--- src/core/iop_pkg.sv ---
/*
 * Shared constants of the isolated output port bank: register offsets,
 * field positions, reset values and widths.
 * Assumes a byte address from the bridge's peripheral bus, one 32-bit
 * slot per register, meaningful data in byte lane 0 only.
 */
`default_nettype none
package iop_pkg;
    localparam int ADDR_W = 8;
    localparam int DATA_W = 32;
    localparam int PORT_W = 8;
    localparam int NUM_PORTS = 4;
    localparam int CHAN_W = NUM_PORTS * PORT_W;
    localparam logic [ADDR_W-1:0] ACTIVATION_CONTROL_OFFSET = 8'h00;
    localparam logic [ADDR_W-1:0] OUTPUT_PORT_0_OFFSET = 8'hC0;
    localparam logic [ADDR_W-1:0] OUTPUT_PORT_1_OFFSET = 8'hC4;
    localparam logic [ADDR_W-1:0] OUTPUT_PORT_2_OFFSET = 8'hC8;
    localparam logic [ADDR_W-1:0] OUTPUT_PORT_3_OFFSET = 8'hCC;
    localparam int ACTIVE_BIT = 0;
    localparam logic ACTIVE_RESET = 1'b0;
    localparam logic [PORT_W-1:0] PORT_RESET = 8'h00;
    localparam logic [DATA_W-1:0] READ_UNMAPPED = 32'h0000_0000;
endpackage
`default_nettype wire

--- src/core/iop_bank.sv ---
/*
 * 32-channel isolated output port bank: activation register and four
 * read-back output ports on the bridge's peripheral register port.
 * Assumes the bridge presents one access per strobe cycle, synchronous
 * to mclk, with a byte address and per-lane byte enables.
 */
`default_nettype none
module iop_bank #(
    parameter int NUM_PORTS = iop_pkg::NUM_PORTS,
    parameter int PORT_W = iop_pkg::PORT_W
) (
    input wire logic mclk,
    input wire logic rst_n,
    input wire logic [iop_pkg::ADDR_W-1:0] reg_addr,
    input wire logic reg_wr,
    input wire logic reg_rd,
    input wire logic [3:0] reg_byte_en,
    input wire logic [iop_pkg::DATA_W-1:0] reg_wdata,
    output logic [iop_pkg::DATA_W-1:0] reg_rdata,
    output logic reg_rvalid,
    output logic [NUM_PORTS*PORT_W-1:0] chan_on,
    output logic bank_active
);
    logic active_reg;
    logic active_next;
    logic [iop_pkg::DATA_W-1:0] rdata_reg;
    logic [iop_pkg::DATA_W-1:0] rdata_next;
    logic rvalid_reg;
    logic rvalid_next;
    logic lane0_wr;
    logic act_hit;
    logic [NUM_PORTS-1:0] port_hit;
    logic [PORT_W-1:0] port_q [NUM_PORTS];

    // Only lane 0 carries data, so 8-bit and 32-bit accesses look alike
    assign lane0_wr = reg_wr && reg_byte_en[0];
    assign act_hit = (reg_addr == iop_pkg::ACTIVATION_CONTROL_OFFSET);

    always_comb begin
        port_hit = '0;
        unique case (reg_addr)
            iop_pkg::OUTPUT_PORT_0_OFFSET: port_hit[0] = 1'b1;
            iop_pkg::OUTPUT_PORT_1_OFFSET: port_hit[1] = 1'b1;
            iop_pkg::OUTPUT_PORT_2_OFFSET: port_hit[2] = 1'b1;
            iop_pkg::OUTPUT_PORT_3_OFFSET: port_hit[3] = 1'b1;
            default: port_hit = '0;
        endcase
    end

    always_comb begin
        active_next = active_reg;
        if (lane0_wr && act_hit) begin
            active_next = reg_wdata[iop_pkg::ACTIVE_BIT];
        end
    end

    always_ff @(posedge mclk) begin
        if (!rst_n) begin
            active_reg <= iop_pkg::ACTIVE_RESET;
        end else begin
            active_reg <= active_next;
        end
    end

    // Ports held clear while inactive; writes before activation are lost
    for (genvar n = 0; n < NUM_PORTS; n++) begin : g_port
        iop_port_byte #(
            .WIDTH(PORT_W)
        ) u_port (
            .mclk(mclk),
            .rst_n(rst_n),
            .clear(!active_reg),
            .wr(lane0_wr && port_hit[n]),
            .din(reg_wdata[PORT_W-1:0]),
            .q(port_q[n])
        );
        assign chan_on[n*PORT_W +: PORT_W] = port_q[n];
    end

    always_comb begin
        rdata_next = iop_pkg::READ_UNMAPPED;
        rvalid_next = reg_rd;
        if (reg_rd) begin
            // Activation is write-only and reads as zero
            for (int i = 0; i < NUM_PORTS; i++) begin
                if (port_hit[i]) begin
                    rdata_next = {{(iop_pkg::DATA_W-PORT_W){1'b0}}, port_q[i]};
                end
            end
            if (!reg_byte_en[0]) begin
                rdata_next = iop_pkg::READ_UNMAPPED;
            end
        end
    end

    always_ff @(posedge mclk) begin
        if (!rst_n) begin
            rdata_reg <= iop_pkg::READ_UNMAPPED;
            rvalid_reg <= 1'b0;
        end else begin
            rdata_reg <= rdata_next;
            rvalid_reg <= rvalid_next;
        end
    end

    assign reg_rdata = rdata_reg;
    assign reg_rvalid = rvalid_reg;
    assign bank_active = active_reg;
endmodule
`default_nettype wire

--- src/core/iop_port_byte.sv ---
/*
 * One byte-wide output port register with write and forced clear.
 * Assumes a single clock and synchronous active-low reset.
 */
`default_nettype none
module iop_port_byte #(
    parameter int WIDTH = 8
) (
    input wire logic mclk,
    input wire logic rst_n,
    input wire logic clear,
    input wire logic wr,
    input wire logic [WIDTH-1:0] din,
    output logic [WIDTH-1:0] q
);
    logic [WIDTH-1:0] q_reg;
    logic [WIDTH-1:0] q_next;

    always_comb begin
        q_next = q_reg;
        // Clear wins: an inactive bank must never latch a value
        if (clear) begin
            q_next = '0;
        end else if (wr) begin
            q_next = din;
        end
    end

    always_ff @(posedge mclk) begin
        if (!rst_n) begin
            q_reg <= '0;
        end else begin
            q_reg <= q_next;
        end
    end

    assign q = q_reg;
endmodule
`default_nettype wire

--- config.mk ---
export PLATFORM = sky130hd
export DESIGN_NAME = iop_bank
export DESIGN_NICKNAME = d
export VERILOG_FILES = /design/src/core/iop_pkg.sv /design/src/core/iop_bank.sv /design/src/core/iop_port_byte.sv
export SDC_FILE = /design/constraint.sdc
export NUM_CORES = 1
export LEC_CHECK = 0
export ABC_CLOCK_PERIOD_IN_PS = 3400
export BUFFER_PORTS_ARGS = -buffer_cell sky130_fd_sc_hd__buf_2
export CAP_MARGIN = 10
export CORE_ASPECT_RATIO = 0.5
export CORE_MARGIN = 2
export CORE_UTILIZATION = 30
export CTS_BUF_LIST = sky130_fd_sc_hd__clkbuf_8
export DETAILED_ROUTE_END_ITERATION = 10
export GPL_TIMING_DRIVEN = 0
export PLACE_DENSITY = 0.57
export REMOVE_ABC_BUFFERS = 1
export SKIP_CTS_REPAIR_TIMING = 1
export SLEW_MARGIN = 20
export SYNTH_ARGS = -nofsm -noshare
export SYNTH_HDL_FRONTEND = slang
export SYNTH_SLANG_ARGS = --single-unit
--- constraint.sdc ---
create_clock -name mclk -period 3.4 [get_ports mclk]
set_input_delay 0.34 -clock mclk [delete_from_list [all_inputs] [get_ports mclk]]
set_output_delay 0.34 -clock mclk [all_outputs]
set_load 0.01 [all_outputs]
Word-level counts from Yosys, hierarchy flattened
Index checks and enable logic that the tools add are counted.
{ "totals": {"word_cells": 33, "reg_bits": 66, "output_inout_bits": 66, "input_bits": 48} }
{ "classes": {"bitwise": 3, "n_mux": 8, "n_eq_ne": 4, "n_reduce_logical": 10} }
{ "op_table": {"columns": ["operator", "n"], "rows": [
  ["8-bit == test, second input constant", 4],
  ["8-bit two-way mux", 4],
  ["8-bit zero test", 1],
  ["1-bit logical AND", 6],
  ["6-bit OR reduction", 1],
  ["1-bit two-way mux", 4],
  ["1-bit NOT", 3],
  ["3-bit AND reduction", 1],
  ["2-bit AND reduction", 1]
]} }

Depth between registers and ports, before layout
Gate-level depths: netlist of run 1.
{ "depth": {"word_depth": 6, "ltp_mapped": 6} }

Modules after synthesis
Synthesis of run 1 repeated with hierarchy kept, for this count alone.
{ "hier_totals": {"cells_unflattened": 212, "hier_area_um2": 1973.1} }
{ "modules_own_cells": {"columns": ["module", "seq_area_each_um2", "cells_each", "instances", "area_each_um2"], "rows": [
  ["iop_port_byte", 160.2, 27, 4, 292.8],
  ["iop_bank", 200.2, 104, 1, 802.0]
]} }

Worst setup path before layout of run 1
No wires, ideal clock.
{ "synth_timing": {"path_type": "input-to-reg", "startpoint": "input reg_addr[3] (netlist bit)", "endpoint": "register g_port[3].u_port.q_reg[0]", "stages": 6, "required_ns": 3.272, "t_arrival_ns": 1.520, "slack_ns": 1.752, "cell_sequence": "clkbuf_1 nor3b_1 buf_4 nand4_2 mux2i_1 nor2_1"} }
{ "synth_between": {"elab_chain_cells": 3} }
{ "synth_rtl": {"columns": ["element", "line", "source"], "rows": [
  ["start, declared", "iop_bank.sv:14", "input wire logic [iop_pkg::ADDR_W-1:0] reg_addr,"],
  ["8-bit == test", "iop_bank.sv:41", "unique case (reg_addr)"],
  ["1-bit two-way mux", "iop_bank.sv:41", null],
  ["1-bit logical AND", "iop_bank.sv:73", ".wr(lane0_wr && port_hit[n]),"],
  ["end signal, assigned", "iop_port_byte.sv:33", "q_reg <= q_next;"],
  ["end, declared", "iop_port_byte.sv:16", "logic [WIDTH-1:0] q_reg;"]
]} }
Every way passes these cells.
A chain may end at the register's enable or synchronous reset.

Worst setup path in the final report of run 1
{ "layout_timing": {"startpoint": "input reg_addr[2] (netlist bit)", "endpoint": "register g_port[1].u_port.q_reg[1]"} }
{ "layout_between": {"elab_chain_cells": 3} }
{ "layout_rtl": {"columns": ["element", "line"], "rows": [
  ["8-bit == test", "iop_bank.sv:41"],
  ["1-bit two-way mux", "iop_bank.sv:41"],
  ["1-bit logical AND", "iop_bank.sv:73"],
  ["end signal, assigned", "iop_port_byte.sv:33"],
  ["end, declared", "iop_port_byte.sv:16"]
]} }
Every way passes these cells.

==> results of run 1 <==
cell families (layout without fill, tap and decap cells):
logic type      after synthesis  after routing  share of synthesized area
simple gates                 67             67                      0.172
flops                        42             42                      0.442
mux                          33             33                      0.174
buf+inv                      33             70                      0.116
compound gates               32             32                     0.0947
other cells                   1             24                    0.00197
area by class of cell:
type	instances	area, µm²
clock buffer	5	68.8
clock inverter	3	37.5
fill	613	3800
multi-input combinational	156	933
sequential	42	841
tap	88	110
timing repair buffer	62	310
per-layer routing:
metal,up-vias,track usage
met5,-,0
met4,0,0.0588
met2,44,0.266
met1,743,0.157
li1,775,-
met3,8,0.0406
metrics by stage:
step | utilization | hold WS (ns) | power [mW] | setup slack [ns]
finish | 0.377 | 0.270 | 0.924 | 1.12
global route | 0.377 | 0.278 | 0.957 | 0.845
CTS | 0.377 | 0.264 | 0.931 | 1.08
detailed placement | 0.359 | 0.462 | 0.554 | 0.774
global placement | 0.359 | 0.460 | 0.552 | 0.298
floorplan | - | 0.462 | 0.528 | 1.35
power by group:
part | switching, mW | total [mW] | internal [mW]
logic | 0.0351 | 0.0505 | 0.0154
clock network | 0.168 | 0.382 | 0.214
registers | 0.000112 | 0.492 | 0.492
layout by cell type (no fill, tap or decap), drive strengths merged:
cell type and instances:
nand4b 2, bufinv 1, dfxtp 42, mux2i 33
nor4bb 1, inv 2, and3 1, buf 62
nand4bb 1, and2 2, nor2 33, or4 2
nor3 2, conb 24, a21o 8, a21oi 8
nand4 1, o21ai 16, nand3 1, nor3b 2
nor2b 1, nand2 18, clkbuf 5
final timing paths:
kind	from	end	slack, ns
setup / recovery	reg_addr[2]	g_port[1].u_port.q[1]	1.12
hold / removal	reg_rd	reg_rvalid	0.27
setup reg to reg	bank_active	g_port[1].u_port.q[6]	1.97
hold reg to reg	g_port[0].u_port.q[2]	reg_rdata[2]	0.47
==> out/results.ini, run 1 <==
[timing]
clock.fmax_mhz=439
period_share=0.670
rsz0062_at_grt=false
fin_worst_skew_ns=0.00592
min_period_ns=2.28
slew_violations=0
setup_tns_ns=0
hold_viol=0
setup_violations=0
relSlewSlack=0.262
tightest_slew_ns=1.10

[hold_path]
holdPathStages=2
hold_path.class=in -> reg

[floorplanning]
die_h_um=60.3
die_area_um2=7040
start_util=0.312
fp-row-count=20
fp.dieW_um=117
core_area_um2=6110
ioPinCount=114

[synthesis]
syn_avg_cell_area_um2=9.15
ys_async_sr_fraction=0
syn_inst=208
ys_seq_area_frac=0.442
yosys_warnings=0
synth_top_area_cell=dfxtp_1
synth_common_cells=dfxtp_1 (42), mux2i_1 (33), nor2_1 (33)
synth_top_area_frac=0.442
synth_edf_count=0
ys_ff_latch=42
yosysMostFrequentCell=dfxtp_1
synth_area_leaders=dfxtp_1 (44%), mux2i_1 (17%), buf_4 (9.9%), nor2_1 (6.5%), o21ai_0 (4.2%)
netlist_area_um2=1900
ys.flop_type=dfxtp_1
synth.distinct_cells=25

[finish]
synthToLayoutAreaGrowth_pct=20.9
drive_above_1_share=0.269
stdcell_area_um2=2300
stdcell_count=356
largest_reg_flops=32
n_antenna_cell=0
layout.nets=315

[outcome]
status=finished clean

[clocking]
clk_latency_ns=0.29
cts_buffers=5
htree_levels=2
clock_path_buffers=2
cts_tree=yes
root_buffer=clkbuf_8
cts_sinks=42
path_clk_slew_ns=0.08

[setup_path]
crit_chain=buf_2, nor3b_1, nand4b_1, mux2i_1, nor2_1
path_class=in -> reg
end_kind=flip-flop
cp.required_ns=3.53
ff2ff_path_depth=2
critPathSlowestCell=nor3b_1
critPathTopFamily=simple AND/OR/NAND/NOR gates
cp.arrival_ns=2.41
cp_max_fo=9
path_buf_inv=1
crit_cells=5
cpPeakStageDelay_ns=0.84
cp-start-kind=input pin

[power_and_ir_drop]
vdd_drop_max_v=0.000227
p_leak_nw=1.11
p_per_area_nw_per_um2=402

[global_route]
antenna_found_initial=0
gr-total-overflow=0
grt_max_degree=33
grt_pass1_wl_um=7540
grt_pass1_vias=1579
grtUsageTotal=0.143

[route]
firstDrtPassIters=5
vias=1570
dr.first_iter.drc_count=38
post_drt_wl_per_cell_um=13.3
met3_length_um=261
top_layer=met4
wl_met2_um=2440
met1_length_um=1950
ant_nets=0
drt_wl_total_um=4720
drc_errors=0
routed_via_density=4.41

[job]
drv_cap=0

[place]
dpl.hpwl_um=3350
port_buffers=62
dp_cells=348
routabilityCongestion=0.771
placed_cell_area_um2=2190

No activity file was read; power rests on OpenSTA's default activity.
==> run 2, diff against run 1 <==
ABC_CLOCK_PERIOD_IN_PS = 2250   (was 3400)
clock period = 2.25 ns   (was 3.4 ns; I/O delays follow)
==> out/results.ini, run 2 (synthesized netlist as in run 1, its figures left out) <==
[floorplanning]
core_area_um2=6110  ; unchanged
fp.dieW_um=117  ; unchanged
start_util=0.312  ; unchanged
fp-row-count=20  ; unchanged
ioPinCount=114  ; unchanged
die_h_um=60.3  ; unchanged
die_area_um2=7040  ; unchanged

[setup_path]
cp_max_fo=8  ; -1
cp.required_ns=2.38  ; -1.15 ns
path_class=in -> reg
timing.rr.end=g_port[1].u_port.q[6]
ff2ff_setup_slack_ns=0.82  ; -1.15 ns
r2r_start=bank_active
ff2ff_path_depth=2  ; unchanged
end_kind=flip-flop
critPathLaunch=reg_addr[5]
cp.arrival_ns=2.17  ; -0.24 ns
cp-start-kind=input pin
crit_end=g_port[2].u_port.q[1]

[global_route]
antenna_found_initial=0  ; unchanged
grtUsageTotal=0.143  ; unchanged
grt_pass1_vias=1579  ; unchanged
grt_max_degree=33  ; unchanged
gr-total-overflow=0  ; unchanged
grt_pass1_wl_um=7540  ; unchanged

[clocking]
cts_sinks=42  ; unchanged
cts_buffers=5  ; unchanged
clock_path_buffers=2  ; unchanged
cts_tree=yes
root_buffer=clkbuf_8
htree_levels=2  ; unchanged
clk_latency_ns=0.29  ; about the same
path_clk_slew_ns=0.08  ; about the same

[route]
vias=1576  ; +0.38%
firstDrtPassIters=4  ; -1
drc_errors=0  ; unchanged
ant_nets=0  ; unchanged
routed_via_density=4.43  ; +0.38%
dr.first_iter.drc_count=45  ; +18%
post_drt_wl_per_cell_um=13.4  ; +0.66%
drt_wl_total_um=4750  ; +0.66%

[finish]
drive_above_1_share=0.272  ; +0.00373
n_antenna_cell=0  ; unchanged
synthToLayoutAreaGrowth_pct=21.5
n_fill_cell=609  ; -0.65%
layout_commonest_cell=buf_2
layout.nets=315  ; unchanged
stdcell_area_um2=2310  ; +0.49%
final_cell_mix=buf_2 (62), dfxtp_1 (42), mux2i_1 (33), nor2_1 (33), conb_1 (24)
postLayoutCoreUtil=0.379  ; +0.00184
largest_reg_flops=32  ; unchanged

[power_and_ir_drop]
total_power_mw=1.40  ; +51%
vdd_drop_max_v=0.000343  ; +51%
p_leak_nw=1.11  ; +0.43%
p_per_area_nw_per_um2=604  ; +50%

[place]
port_buffers=62  ; unchanged
routabilityCongestion=0.771  ; unchanged
dp_slack_ns=-0.261  ; -1.04 ns
placed_cell_area_um2=2190  ; unchanged
dpl.hpwl_um=3350  ; unchanged

[timing]
relSlewSlack=0.260  ; -0.00259
setup_ws_ns=0.215  ; -0.908 ns
fin_worst_skew_ns=0.00567  ; -0.000245 ns
period_share=0.905
min_period_ns=2.04
slew_violations=0  ; unchanged
hold_viol=0  ; unchanged
setup_violations=0  ; unchanged
rsz0062_at_grt=false
clock.fmax_mhz=491
tightest_slew_ns=1.11  ; +0.00387 ns

[hold_path]
hold_path.class=in -> reg

[outcome]
status=finished clean

[job]
drv_cap=0  ; unchanged

==> run 2: cell types whose count changed in the layout (fill, tap and decap cells not counted) <==
cell / delta
nor3b_1: -1
nor3b_4: +1
==> run 2: worst max-delay path, stage by stage <==
cell	delay, ns
buf_2	0.11
nor4bb_1	0.69
nand4b_1	0.74
mux2i_1	0.34
nor2_1	0.06
==> run 2: worst min path at each step <==
stage	startpoint	end	cells after the start
6_report	reg_rd	reg_rvalid	2
3_3_place_gp	reg_rd	reg_rvalid	2
4_1_cts	reg_rd	reg_rvalid	2
2_1_floorplan	rst_n	reg_rvalid	1
3_5_place_dp	reg_rd	reg_rvalid	2
5_1_grt	reg_rd	reg_rvalid	2
==> run 2: layout make-up <==
type	count	area (µm²)	area share
clock buffer	5	68.8	0.0298
multi-input combinational	156	945	0.409
tap	88	110	0.0476
timing repair buffer	62	310	0.134
sequential	42	841	0.364
clock inverter	3	37.5	0.0162
==> run 2: where the power goes <==
part / internal (mW) / switching [mW] / total, mW / leakage [nW]
combinational: 0.0243 / 0.0547 / 0.0789 / 0.711
sequential: 0.743 / 0.000169 / 0.744 / 0.338
clock: 0.323 / 0.251 / 0.575 / 0.0607
==> run 2: stage by stage <==
stage | std cells | TNS, ns | hold WS [ns]
after floorplan | 198 | 0 | 0.347
after global placement | 348 | -14.19 | 0.449
after detailed placement | 348 | -3.42 | 0.455
after CTS | 356 | 0 | 0.149
after global routing | 356 | 0 | 0.163
final | 356 | 0 | 0.157
==> run 2: routing by layer <==
layer | GRT usage | routed length, µm
met1 | 0.157 | 2010
met2 | 0.266 | 2420
met3 | 0.0406 | 249
met4 | 0.0588 | 76
met5 | 0 | 0
